`config.mk`:
```
export PLATFORM = sky130hd
export DESIGN_NAME = ssr_core
export DESIGN_NICKNAME = d
export VERILOG_FILES = /design/src/include/ssr_pkg.sv /design/src/include/ssr_pin_if.sv /design/src/verilog/ssr_pin_sync.sv /design/src/verilog/ssr_core.sv
export SDC_FILE = /design/constraint.sdc
export NUM_CORES = 1
export LEC_CHECK = 0
export BUFFER_PORTS_ARGS = -buffer_cell sky130_fd_sc_hd__buf_2
export CELL_PAD_IN_SITES_DETAIL_PLACEMENT = 1
export CELL_PAD_IN_SITES_GLOBAL_PLACEMENT = 2
export CORE_ASPECT_RATIO = 1.5
export CORE_MARGIN = 2
export CORE_UTILIZATION = 41
export DETAILED_ROUTE_END_ITERATION = 8
export MAX_ROUTING_LAYER = met4
export PLACE_DENSITY = 0.89
export SETUP_SLACK_MARGIN = 0.02
export SYNTH_ARGS = -nofsm -noshare
export SYNTH_HDL_FRONTEND = slang
export SYNTH_SLANG_ARGS = --single-unit
```
`constraint.sdc`:
```
create_clock -name clk_in -period 3.17 [get_ports clk_in]
set_input_delay 0.317 -clock clk_in [delete_from_list [all_inputs] [get_ports clk_in]]
set_output_delay 0.317 -clock clk_in [all_outputs]
set_load 0.01 [all_outputs]
```
`src/include/ssr_pkg.sv`:
```
// ssr_pkg: register map, field positions and character widths for the
// synchronous serial receive / client block.
// assumes an 8-bit register port with a 3-bit word index.
package ssr_pkg;
  localparam int ADDR_W = 3;   // register index width
  localparam int DATA_W = 8;   // register data width
  localparam int CHAR_W = 9;   // widest character incl. ninth bit
  localparam int FIFO_DEPTH = 2; // receive queue entries

  // register offsets
  localparam logic [2:0] OFS_BAUD   = 3'h0; // baud_control
  localparam logic [2:0] OFS_RXDATA = 3'h1; // receive_data
  localparam logic [2:0] OFS_RXSTAT = 3'h2; // receive_status_control
  localparam logic [2:0] OFS_DIVLO  = 3'h3; // baud_divisor_low
  localparam logic [2:0] OFS_DIVHI  = 3'h4; // baud_divisor_high
  localparam logic [2:0] OFS_TXSTAT = 3'h5; // transmit_status_control
  localparam logic [2:0] OFS_TXHOLD = 3'h6; // transmit_holding
  localparam logic [2:0] OFS_IRQ    = 3'h7; // irq flags and enables

  // baud_control fields
  localparam int B_WIDE = 3;   // baud_wide_divisor
  // receive_status_control fields
  localparam int R_SERIAL_PORT_ENABLE = 7;   // serial_port_enable
  localparam int R_RX9  = 6;   // ninth_bit_receive_enable
  localparam int R_SINGLE_RECEIVE_ENABLE = 5;   // single_receive_enable
  localparam int R_CONTINUOUS_RECEIVE_ENABLE = 4;   // continuous_receive_enable
  localparam int R_OVERRUN_FLAG = 1;   // overrun_flag
  localparam int R_RECEIVED_NINTH_BIT = 0;   // received_ninth_bit
  // transmit_status_control fields
  localparam int T_CLOCK_SOURCE_SELECT = 7;   // clock_source_select
  localparam int T_TX9  = 6;   // ninth bit transmit enable
  localparam int T_TXEN = 5;   // transmit enable
  localparam int T_SYNC = 4;   // synchronous mode
  localparam int T_BAUD_HIGH_SPEED = 2;   // baud_high_speed
  localparam int T_TRMT = 1;   // shift register empty
  localparam int T_TX9D = 0;   // ninth bit to send
  // irq register fields
  localparam int I_RCIF = 0;   // receive_irq_flag
  localparam int I_TXIF = 1;   // transmit_irq_flag
  localparam int I_RCIE = 2;   // receive_irq_enable
  localparam int I_TXIE = 3;   // transmit_irq_enable
  localparam int I_PEIE = 4;   // peripheral_irq_enable
  localparam int I_GIE  = 5;   // global_irq_enable

  // bits per character
  localparam logic [3:0] NBITS_8 = 4'h8;
  localparam logic [3:0] NBITS_9 = 4'h9;
  localparam logic [7:0] REG_RST = 8'h00; // reset value of all registers but irq and transmit_status_control, which read 8'h02
endpackage

```
`src/include/ssr_pin_if.sv`:
```
// ssr_pin_if: synchronised pin events from the pin sampler to the core.
// assumes both ends run on the same system clock.
`timescale 1ns/100ps
interface ssr_pin_if;
  logic ck_rise;  // leading edge of clock line seen
  logic ck_fall;  // trailing edge of clock line seen
  logic dt_level; // synchronised data line level
  modport src (output ck_rise, output ck_fall, output dt_level);
  modport dst (input ck_rise, input ck_fall, input dt_level);
endinterface

```
`src/verilog/ssr_pin_sync.sv`:
```
// ssr_pin_sync: two-flop synchronisers for the clock and data lines and
// edge detection on the clock line.
// assumes pins are asynchronous to clk_in and slower than half its rate.
`timescale 1ns/100ps
module ssr_pin_sync (
  input  wire logic clk_in,
  input  wire logic nrst_in,
  input  wire logic ck_pin_in,
  input  wire logic dt_pin_in,
  ssr_pin_if.src    pin
);
  // sampler state
  typedef struct packed {
    logic [2:0] ck; // [0],[1] synchroniser, [2] edge history
    logic [1:0] dt; // data synchroniser
  } ssr_sync_s;

  ssr_sync_s s_ff;  // registered state
  ssr_sync_s nxt_s; // next state

  // shift the pins in
  always_comb begin
    nxt_s = s_ff;
    nxt_s.ck = {s_ff.ck[1:0], ck_pin_in};
    nxt_s.dt = {s_ff.dt[0], dt_pin_in};
  end

  // state register
  always_ff @(posedge clk_in or negedge nrst_in) begin
    if (!nrst_in) begin
      s_ff <= '0;
    end else begin
      s_ff <= nxt_s;
    end
  end

  // edges only from the second stage onward
  assign pin.ck_rise  = s_ff.ck[1] & ~s_ff.ck[2];
  assign pin.ck_fall  = ~s_ff.ck[1] & s_ff.ck[2];
  assign pin.dt_level = s_ff.dt[1];
endmodule

```
`src/verilog/ssr_core.sv`:
```
// ssr_core: synchronous serial port, receive path with two-entry queue,
// host clock generation for reception, client transmit with holding.
// assumes a single-cycle register port on clk_in and pins from outside.
// Operation
// - client takes clock from pin, never drives
// - data changes on leading, sampled trailing
// - one bit per clock, bits per character
// - two-character receive queue before data register
// - third character when full sets overrun
// - overrun keeps queue, blocks further reception
// - overrun clears by read in single mode
// - overrun clears on continuous or port disable
// - ninth bit enable shifts nine bits
// - ninth bit shows oldest queued character
// - character done sets receive flag, request
// - client transmits when both receive enables clear
// - second word waits, transmit flag clear
// - after shift out, load second, set flag
// - transmit flag wakes, vectors with global
// - single receive clocks one character, self-clears
// - continuous clear mid-character stops, discards
// - sample data on trailing clock edge
`timescale 1ns/100ps
module ssr_core #(
  parameter int DEPTH = ssr_pkg::FIFO_DEPTH  // receive queue entries
) (
  input  wire logic                        clk_in,
  input  wire logic                        nrst_in,
  input  wire logic [ssr_pkg::ADDR_W-1:0]  addr_in,
  input  wire logic [ssr_pkg::DATA_W-1:0]  wdata_in,
  input  wire logic                        wr_in,
  input  wire logic                        rd_in,
  output logic      [ssr_pkg::DATA_W-1:0]  rdata_out,
  input  wire logic                        ck_pin_in,
  output logic                             ck_pin_out,
  output logic                             ck_pin_oe_out,
  input  wire logic                        dt_pin_in,
  output logic                             dt_pin_out,
  output logic                             dt_pin_oe_out,
  input  wire logic                        sleep_in,
  output logic                             irq_req_out,
  output logic                             wake_out,
  output logic                             vector_out
);
  localparam int IW = (DEPTH > 1) ? $clog2(DEPTH) : 1; // head index width
  localparam int CW = $clog2(DEPTH + 1);                // count width
  localparam int NW = ssr_pkg::CHAR_W;

  // complete block state
  typedef struct packed {
    logic                     wide;     // baud_wide_divisor
    logic [7:0]               div_lo;   // baud_divisor_low
    logic [7:0]               div_hi;   // baud_divisor_high
    logic                     serial_port_enable;     // serial_port_enable
    logic                     rx9;      // ninth_bit_receive_enable
    logic                     single_receive_enable;     // single_receive_enable
    logic                     continuous_receive_enable;     // continuous_receive_enable
    logic                     overrun_flag;     // overrun_flag
    logic                     overrun_flag_sgl; // overrun hit in single mode
    logic                     clock_source_select;     // clock_source_select
    logic                     tx9;      // nine bit transmit
    logic                     txen;     // transmit enable
    logic                     sync;     // synchronous mode
    logic                     baud_high_speed;     // baud_high_speed
    logic                     tx9d;     // ninth bit to send
    logic                     rcie;     // receive_irq_enable
    logic                     txie;     // transmit_irq_enable
    logic                     peie;     // peripheral_irq_enable
    logic                     gie;      // global_irq_enable
    logic [DEPTH-1:0][NW-1:0] fifo;     // receive queue storage
    logic [IW-1:0]            head;     // oldest entry
    logic [CW-1:0]            cnt;      // entries held
    logic [NW-1:0]            receive_shift_register;      // receive_shift_register
    logic [3:0]               rx_bits;  // bits received
    logic [15:0]              bcnt;     // baud counter
    logic                     ck;       // host clock level
    logic [NW-1:0]            hold;     // transmit_holding
    logic                     hold_full;
    logic [NW-1:0]            transmit_shift_register;      // transmit_shift_register
    logic                     tsr_busy;
    logic [3:0]               tx_bits;  // bits sent
    logic                     dt_out;   // data line drive value
    logic [7:0]               rdata;    // read data register
  } ssr_core_s;

  ssr_core_s s_ff;  // registered state
  ssr_core_s nxt_s; // next state

  ssr_pin_if pin (); // synchronised pin events

  // pin sampler
  ssr_pin_sync u_sync (
    .clk_in    (clk_in),
    .nrst_in   (nrst_in),
    .ck_pin_in (ck_pin_in),
    .dt_pin_in (dt_pin_in),
    .pin       (pin)
  );

  logic          active;  // port enabled in synchronous mode
  logic          host;    // internal clock source
  logic          rx_run;  // receiver taking bits
  logic          tx_mode; // client transmit selected
  logic          rcif;    // receive_irq_flag
  logic          txif;    // transmit_irq_flag
  logic [15:0]   divisor; // selected divisor
  logic [3:0]    rx_nb;   // receive character length
  logic [3:0]    tx_nb;   // transmit character length
  logic [IW-1:0] tail;    // next free entry

  // mode decode
  assign active  = s_ff.serial_port_enable & s_ff.sync;
  assign host    = active & s_ff.clock_source_select;
  assign rx_run  = active & (s_ff.single_receive_enable | s_ff.continuous_receive_enable) & ~s_ff.overrun_flag;
  assign tx_mode = active & ~s_ff.clock_source_select & s_ff.txen & ~(s_ff.single_receive_enable | s_ff.continuous_receive_enable);
  assign rcif    = (s_ff.cnt != '0);
  assign txif    = ~s_ff.hold_full;
  assign divisor = s_ff.wide ? {s_ff.div_hi, s_ff.div_lo} : {8'h00, s_ff.div_lo};
  assign rx_nb   = s_ff.rx9 ? ssr_pkg::NBITS_9 : ssr_pkg::NBITS_8;
  assign tx_nb   = s_ff.tx9 ? ssr_pkg::NBITS_9 : ssr_pkg::NBITS_8;
  assign tail    = IW'((int'(s_ff.head) + int'(s_ff.cnt)) % DEPTH);

  // next-state logic
  always_comb begin
    logic          lead;   // leading clock edge
    logic          trail;  // trailing clock edge
    logic          push;   // character into queue
    logic          pop;    // software read of queue
    logic [NW-1:0] shift;  // receive shift after sample
    logic [NW-1:0] rxchar; // completed character
    logic [7:0]    rv;     // read value
    lead   = 1'b0;
    trail  = 1'b0;
    push   = 1'b0;
    pop    = 1'b0;
    shift  = '0;
    rxchar = '0;
    rv     = ssr_pkg::REG_RST;
    nxt_s  = s_ff;
    nxt_s.rdata = ssr_pkg::REG_RST; // read data stand one cycle only

    // host clock: half period per divisor match, idles low
    if (host && rx_run) begin
      if (s_ff.bcnt == divisor) begin
        nxt_s.bcnt = 16'h0000;
        nxt_s.ck   = ~s_ff.ck;
        lead       = ~s_ff.ck; // rising is leading
        trail      = s_ff.ck;
      end else begin
        nxt_s.bcnt = s_ff.bcnt + 16'h0001;
      end
    end else begin
      nxt_s.bcnt = 16'h0000;
      nxt_s.ck   = 1'b0; // clock stops at once
    end
    // client: edges of the synchronised clock line
    if (active && !s_ff.clock_source_select) begin
      lead  = pin.ck_rise;
      trail = pin.ck_fall;
    end

    // receive shifting
    if (!rx_run) begin
      nxt_s.rx_bits = 4'h0; // partial character dropped
      nxt_s.receive_shift_register     = '0;
    end else if (trail) begin
      shift = {pin.dt_level, s_ff.receive_shift_register[NW-1:1]}; // sample on trailing
      nxt_s.receive_shift_register = shift;
      nxt_s.rx_bits = s_ff.rx_bits + 4'h1; // one bit per clock
      if (s_ff.rx_bits + 4'h1 == rx_nb) begin
        rxchar = s_ff.rx9 ? shift : {1'b0, shift[NW-1:1]};
        nxt_s.rx_bits = 4'h0;
        nxt_s.receive_shift_register = '0;
        if (int'(s_ff.cnt) < DEPTH) begin
          push = 1'b1;
        end else begin
          nxt_s.overrun_flag = 1'b1; // queue kept as is
          nxt_s.overrun_flag_sgl = s_ff.single_receive_enable & ~s_ff.continuous_receive_enable;
        end
        if (host) begin
          nxt_s.single_receive_enable = 1'b0; // one character only
        end
      end
    end

    // register read
    if (rd_in) begin
      unique case (addr_in)
        ssr_pkg::OFS_BAUD: begin
          rv[ssr_pkg::B_WIDE] = s_ff.wide;
        end
        ssr_pkg::OFS_RXDATA: begin
          rv  = s_ff.fifo[s_ff.head][7:0];
          pop = rcif; // advances the queue
          if (s_ff.overrun_flag && s_ff.overrun_flag_sgl) begin
            nxt_s.overrun_flag = 1'b0;
          end
        end
        ssr_pkg::OFS_RXSTAT: begin
          rv[ssr_pkg::R_SERIAL_PORT_ENABLE] = s_ff.serial_port_enable;
          rv[ssr_pkg::R_RX9]  = s_ff.rx9;
          rv[ssr_pkg::R_SINGLE_RECEIVE_ENABLE] = s_ff.single_receive_enable;
          rv[ssr_pkg::R_CONTINUOUS_RECEIVE_ENABLE] = s_ff.continuous_receive_enable;
          rv[ssr_pkg::R_OVERRUN_FLAG] = s_ff.overrun_flag;
          rv[ssr_pkg::R_RECEIVED_NINTH_BIT] = rcif & s_ff.fifo[s_ff.head][NW-1];
        end
        ssr_pkg::OFS_DIVLO: begin
          rv = s_ff.div_lo;
        end
        ssr_pkg::OFS_DIVHI: begin
          rv = s_ff.div_hi;
        end
        ssr_pkg::OFS_TXSTAT: begin
          rv[ssr_pkg::T_CLOCK_SOURCE_SELECT] = s_ff.clock_source_select;
          rv[ssr_pkg::T_TX9]  = s_ff.tx9;
          rv[ssr_pkg::T_TXEN] = s_ff.txen;
          rv[ssr_pkg::T_SYNC] = s_ff.sync;
          rv[ssr_pkg::T_BAUD_HIGH_SPEED] = s_ff.baud_high_speed;
          rv[ssr_pkg::T_TRMT] = ~s_ff.tsr_busy;
          rv[ssr_pkg::T_TX9D] = s_ff.tx9d;
        end
        ssr_pkg::OFS_TXHOLD: begin
          rv = ssr_pkg::REG_RST; // write only
        end
        ssr_pkg::OFS_IRQ: begin
          rv[ssr_pkg::I_RCIF] = rcif;
          rv[ssr_pkg::I_TXIF] = txif;
          rv[ssr_pkg::I_RCIE] = s_ff.rcie;
          rv[ssr_pkg::I_TXIE] = s_ff.txie;
          rv[ssr_pkg::I_PEIE] = s_ff.peie;
          rv[ssr_pkg::I_GIE]  = s_ff.gie;
        end
      endcase
      nxt_s.rdata = rv;
    end

    // queue update, push and pop may meet
    if (push) begin
      nxt_s.fifo[tail] = rxchar;
    end
    if (pop) begin
      nxt_s.head = (s_ff.head == IW'(DEPTH - 1)) ? '0 : s_ff.head + IW'(1);
    end
    nxt_s.cnt = s_ff.cnt + CW'(push) - CW'(pop);

    // transmit: holding moves as soon as the shifter is free
    if (!tx_mode) begin
      nxt_s.tsr_busy = 1'b0;
      nxt_s.tx_bits  = 4'h0;
    end else if (!s_ff.tsr_busy) begin
      if (s_ff.hold_full) begin
        nxt_s.transmit_shift_register       = s_ff.hold;
        nxt_s.tsr_busy  = 1'b1;
        nxt_s.hold_full = 1'b0; // transmit flag rises now
      end
    end else if (lead && s_ff.tx_bits != tx_nb) begin
      nxt_s.dt_out  = s_ff.transmit_shift_register[0]; // change on leading edge
      nxt_s.transmit_shift_register     = {1'b0, s_ff.transmit_shift_register[NW-1:1]};
      nxt_s.tx_bits = s_ff.tx_bits + 4'h1;
    end else if (trail && s_ff.tx_bits == tx_nb) begin
      nxt_s.tsr_busy = 1'b0; // last bit taken by partner
      nxt_s.tx_bits  = 4'h0;
    end

    // register write
    if (wr_in) begin
      unique case (addr_in)
        ssr_pkg::OFS_BAUD: begin
          nxt_s.wide = wdata_in[ssr_pkg::B_WIDE];
        end
        ssr_pkg::OFS_RXDATA: begin
          nxt_s.wide = nxt_s.wide; // read only
        end
        ssr_pkg::OFS_RXSTAT: begin
          nxt_s.serial_port_enable = wdata_in[ssr_pkg::R_SERIAL_PORT_ENABLE];
          nxt_s.rx9  = wdata_in[ssr_pkg::R_RX9];
          nxt_s.single_receive_enable = wdata_in[ssr_pkg::R_SINGLE_RECEIVE_ENABLE];
          nxt_s.continuous_receive_enable = wdata_in[ssr_pkg::R_CONTINUOUS_RECEIVE_ENABLE];
          if (!wdata_in[ssr_pkg::R_CONTINUOUS_RECEIVE_ENABLE] && s_ff.overrun_flag && !s_ff.overrun_flag_sgl) begin
            nxt_s.overrun_flag = 1'b0; // continuous cleared
          end
        end
        ssr_pkg::OFS_DIVLO: begin
          nxt_s.div_lo = wdata_in;
        end
        ssr_pkg::OFS_DIVHI: begin
          nxt_s.div_hi = wdata_in;
        end
        ssr_pkg::OFS_TXSTAT: begin
          nxt_s.clock_source_select = wdata_in[ssr_pkg::T_CLOCK_SOURCE_SELECT];
          nxt_s.tx9  = wdata_in[ssr_pkg::T_TX9];
          nxt_s.txen = wdata_in[ssr_pkg::T_TXEN];
          nxt_s.sync = wdata_in[ssr_pkg::T_SYNC];
          nxt_s.baud_high_speed = wdata_in[ssr_pkg::T_BAUD_HIGH_SPEED];
          nxt_s.tx9d = wdata_in[ssr_pkg::T_TX9D];
        end
        ssr_pkg::OFS_TXHOLD: begin
          if (!nxt_s.hold_full) begin
            nxt_s.hold      = {s_ff.tx9d, wdata_in}; // second word waits
            nxt_s.hold_full = 1'b1;
          end
        end
        ssr_pkg::OFS_IRQ: begin
          nxt_s.rcie = wdata_in[ssr_pkg::I_RCIE];
          nxt_s.txie = wdata_in[ssr_pkg::I_TXIE];
          nxt_s.peie = wdata_in[ssr_pkg::I_PEIE];
          nxt_s.gie  = wdata_in[ssr_pkg::I_GIE];
        end
      endcase
    end

    // port disabled: queue, overrun, receive and transmit state held in reset
    if (!s_ff.serial_port_enable) begin
      nxt_s.overrun_flag      = 1'b0;
      nxt_s.overrun_flag_sgl  = 1'b0;
      nxt_s.cnt       = '0;
      nxt_s.head      = '0;
      nxt_s.receive_shift_register       = '0;
      nxt_s.rx_bits   = 4'h0;
      nxt_s.hold_full = 1'b0;
      nxt_s.tsr_busy  = 1'b0;
      nxt_s.tx_bits   = 4'h0;
      nxt_s.dt_out    = 1'b0;
    end
  end

  // state register
  always_ff @(posedge clk_in or negedge nrst_in) begin
    if (!nrst_in) begin
      s_ff <= '0;
    end else begin
      s_ff <= nxt_s;
    end
  end

  // pins: clock driven only as host, data only in client transmit
  assign ck_pin_out    = s_ff.ck;
  assign ck_pin_oe_out = host;
  assign dt_pin_out    = s_ff.dt_out;
  assign dt_pin_oe_out = tx_mode;
  assign rdata_out     = s_ff.rdata;

  // request, wake and vector
  assign irq_req_out = s_ff.peie & ((rcif & s_ff.rcie) | (txif & s_ff.txie));
  assign wake_out    = sleep_in & irq_req_out;
  assign vector_out  = irq_req_out & s_ff.gie;
endmodule

```
==> results.md <==
* Status: finished with violations
* Failing checks: negative hold slack
* Crit. End Element: flip-flop
* Post-synthesis net count at 580
* Commonest cells in the netlist: dfrtp_1 (121), mux2_2 (69), nor2_1 (44)
* Placeable Area at 0.0146 sq mm
* Clock Skew at 0.0107 ns
* Total GRT Usage at 23.0%
* Top Usage Layer GRT: met2
* Ys flop type: dfrtp_1
* Area of the multi-input gates at 0.00293 sq mm
* Slew HR at 36.7%
* Full die area at 0.0160 sq mm
* Root buffer cell: clkbuf_16
* Initial Utilization at 42.1%
* FP Rows at between 50 and 60
* Clock power frac at 45.4%
* DR WL/cell at ~21 microns
* Clk slew on worst S/H paths at 0.06 ns
* Synth cell types at 56
* Clock latency on the worst-skew pair at 0.42 ns
* Internal power at around 3.1 mW
* Seq/Total Area, Yosys at approximately half
* Asr flop ratio synth at 100%
* Maximum vdd drop at 0.000295 V
* Min Tclk post-route at 2.76 ns
* Period utilization at about 87%
* Element type at the critical path start: flip-flop
* Layout cells sized above 1 at 25.9%
* Final Non-Filler Cells at 795
* Register bit total from synthesis at about 120
* Synth area leader: dfrtp_1
* FF-to-FF path depth at 11
* N_diodes at 0
* P per Cell Area at 602 mW/mm^2
* Avg Cell Area, Syn at approximately 11 sq um
* MaxCap Viol Count at 0
* Cells after Synth at between 500 and 600
* P_leak at 3.03 nW
* Hold slack at -0.00205 ns
* Fillcell total at 1,590
* Met1 Use GR at between 20% and 30%
* Maximum clock frequency at about 360 MHz
* # nets final at between 600 and 700
* Number of global-route vias before repair at about 5,000
* First-pass GRT wire length at 27.8 mm
* Synth warnings at 0
* CTS buffer count at 17
* CTS tree: yes
* Die H at 154 microns
* Drt pass-1 iters at 4
* Met3 usage at 4.11%
* Leading post-synthesis cells by cell area: dfrtp_1 (49%), mux2_2 (13%), mux2i_1 (2.8%)
* Horiz. Die Dim at 104 microns
* Post-synth EDFFs at 0
* Util after Layout at 48.7%
* Post-route setup TNS at 0 ns
* Hold Crit Class: input port to asynchronous set/reset pin
* Post-synth top area share at 49.3%
* Clock H-tree levels at 4
* # setup viols final at 0
* CP required at between 3 and 4 ns
* Grt ovf at 0
* Crit Path Max Fanout at 14
* CTS Sinks at 121
* Critical Path AT at 3.06 ns
* Slew at the pin with the worst max-slew slack at 0.944 ns
* Register share of total power at between 40% and 50%
* Residual DRC at 0
* PortBufs at 32
* GRT met2 Usage at 40.6%
* Placed cell count at 762
* Largest net degree at the start of global routing at 60
* Syn Std Cell Area at 0.00615 sq mm
* HPWL after DPL at 11.8 mm
* Area Overhead vs Synth at 15.6%
* IO Count at 33
* Max-slew violations at 0
* RSZ-0062 raised after global routing: false
* DRT iter0 DRCs at 214
* Drt total wl at 17.0 mm
* Critical path class: flip-flop to flip-flop
* Clk buf depth at 2
* Initial antenna violation count at 0
* Slowest cell on crit path: dfrtp_1
* Cell with the most instances after synthesis: dfrtp_1
* Critical path cell sequence: nand4b_1 > a2bb2oi_1 > a22oi_1 > and4_1 > o211ai_1 > ha_1 > inv_1 > ha_1 > xnor2_1 > xnor2_1 > and2_1
* Net Sw Frac at 27.8%
* CP max stage delay at around 0.57 ns
* Net switching power at 1.19 mW
* Routability cong. at 0.855
* Comb power frac at between 10% and 20%
* Final Hold Viols at 4
* Vias after detailed routing at between 4,000 and 5,000
* Reg area at 0.00303 sq mm
* ANT nets after route at 0
* Drt via density at 5.69
cell usage in the layout (no fill, tap or decap), types with 4 or more instances in the layout:
cell,Yosys,layout
a21boi_0,4,4
mux2_2,69,69
a22oi_1,10,10
nor2b_1,7,7
nand2_1,35,35
o21ai_0,22,22
dfrtp_1,121,121
a21oi_1,20,20
nor2_1,44,44
and2_1,11,11
o221ai_1,4,4
nand4_1,11,11
and3_1,6,6
mux2i_1,17,17
buf_4,10,15
nand4b_1,7,7
xor2_1,17,17
ha_1,5,5
nor3_1,5,5
buf_2,2,31
o2111ai_1,7,7
clkbuf_16,0,17
xnor2_1,18,18
o211ai_1,6,6
nand3_1,22,22
clkinv_4,0,5
nand2b_1,9,9
per-layer routing:
layer / vias up / part of all wire [%]
met1: 2332 / 39
met3: 35 / 3.1
met4: 0 / 3.1
met2: 86 / 54
li1: 2068 / -
met5: - / 0
registers in the layout, summed over array words and instances (netlist names):
signal and flops:
u_sync.pin.dt_level 1, dt_pin_out 1, ck_pin_out 1, u_sync.s_ff 1, u_sync.nxt_s 3, s_ff 106
rdata_out 8
layout make-up:
class | count | area share (%)
multi-input cells | 395 | 41.2
inverters | 3 | 0.158
clock buffers | 18 | 6.04
flip-flops and latches | 121 | 42.6
repair buffers | 48 | 4.19
well taps | 196 | 3.45
clock inverters | 14 | 2.32
worst paths after layout:
kind                                                       to                      start  slack [ns]
worst min-delay path                     s_ff[71]$_DFFE_PN0P_                    nrst_in      -0.002
worst max register to register             s_ff[64]$_DFF_PN0_      s_ff[116]$_DFFE_PN0P_        0.41
min in group clk_in                 u_sync.nxt_s[3]$_DFF_PN0_                  ck_pin_in        0.02
worst max-delay path                       s_ff[64]$_DFF_PN0_      s_ff[116]$_DFFE_PN0P_        0.41
max in group asynchronous               s_ff[103]$_DFFE_PN0P_                    nrst_in        2.39
worst min register to register  u_sync.pin.dt_level$_DFF_PN0_  u_sync.nxt_s[1]$_DFF_PN0_        0.36
logic make-up after synthesis:
logic type	after synthesis	synth area share, %
adder cells (fa/ha/maj)	5	1.02
multiplexers	87	15.8
AO/OA/AOI/OAI	95	11.0
flip-flops	121	49.3
buffers and inverters	41	3.15
AND/OR/NAND/NOR	173	14.8
XOR/XNOR	35	4.99
critical path: cells and delay by family (launching register included):
| family | cells | cell delay (ns) |
|---|---|---|
| buf+inv | 1 | 0.04 |
| xor+xnor | 2 | 0.25 |
| compound gates | 3 | 0.69 |
| simple gates | 3 | 0.62 |
| fa+ha+maj | 2 | 0.47 |
| flops | 1 | 0.57 |
power groups by stage:
stage | Combinational (mW) | Sequential, mW | Clock (mW)
after floorplan | 0.362 | 1.78 | 0
after global placement | 0.477 | 1.84 | 0
after global routing | 0.553 | 1.85 | 2.05
after CTS | 0.508 | 1.83 | 1.97
after detailed placement | 0.496 | 1.85 | 0
final | 0.504 | 1.83 | 1.94
metrics by stage:
stage	total power, mW	area, sq um	hold slack, ns	setup slack, ns
6_report	4.28	7110	-0.00205	0.405
5_1_grt	4.45	7110	0.00839	0.221
4_1_cts	4.31	7110	0.00628	0.411
3_5_place_dp	2.35	6500	0.350	0.451
3_3_place_gp	2.32	6500	0.332	0.540
2_1_floorplan	2.14	6150	0.0214	0.269
what timing repair did:
action	in CTS	in global routing
gates resized for setup	0	0
hold buffers	1	0
endpoints found under the hold margin	1	0
buffers inserted	0	0
(Power assumes the default switching activity.)
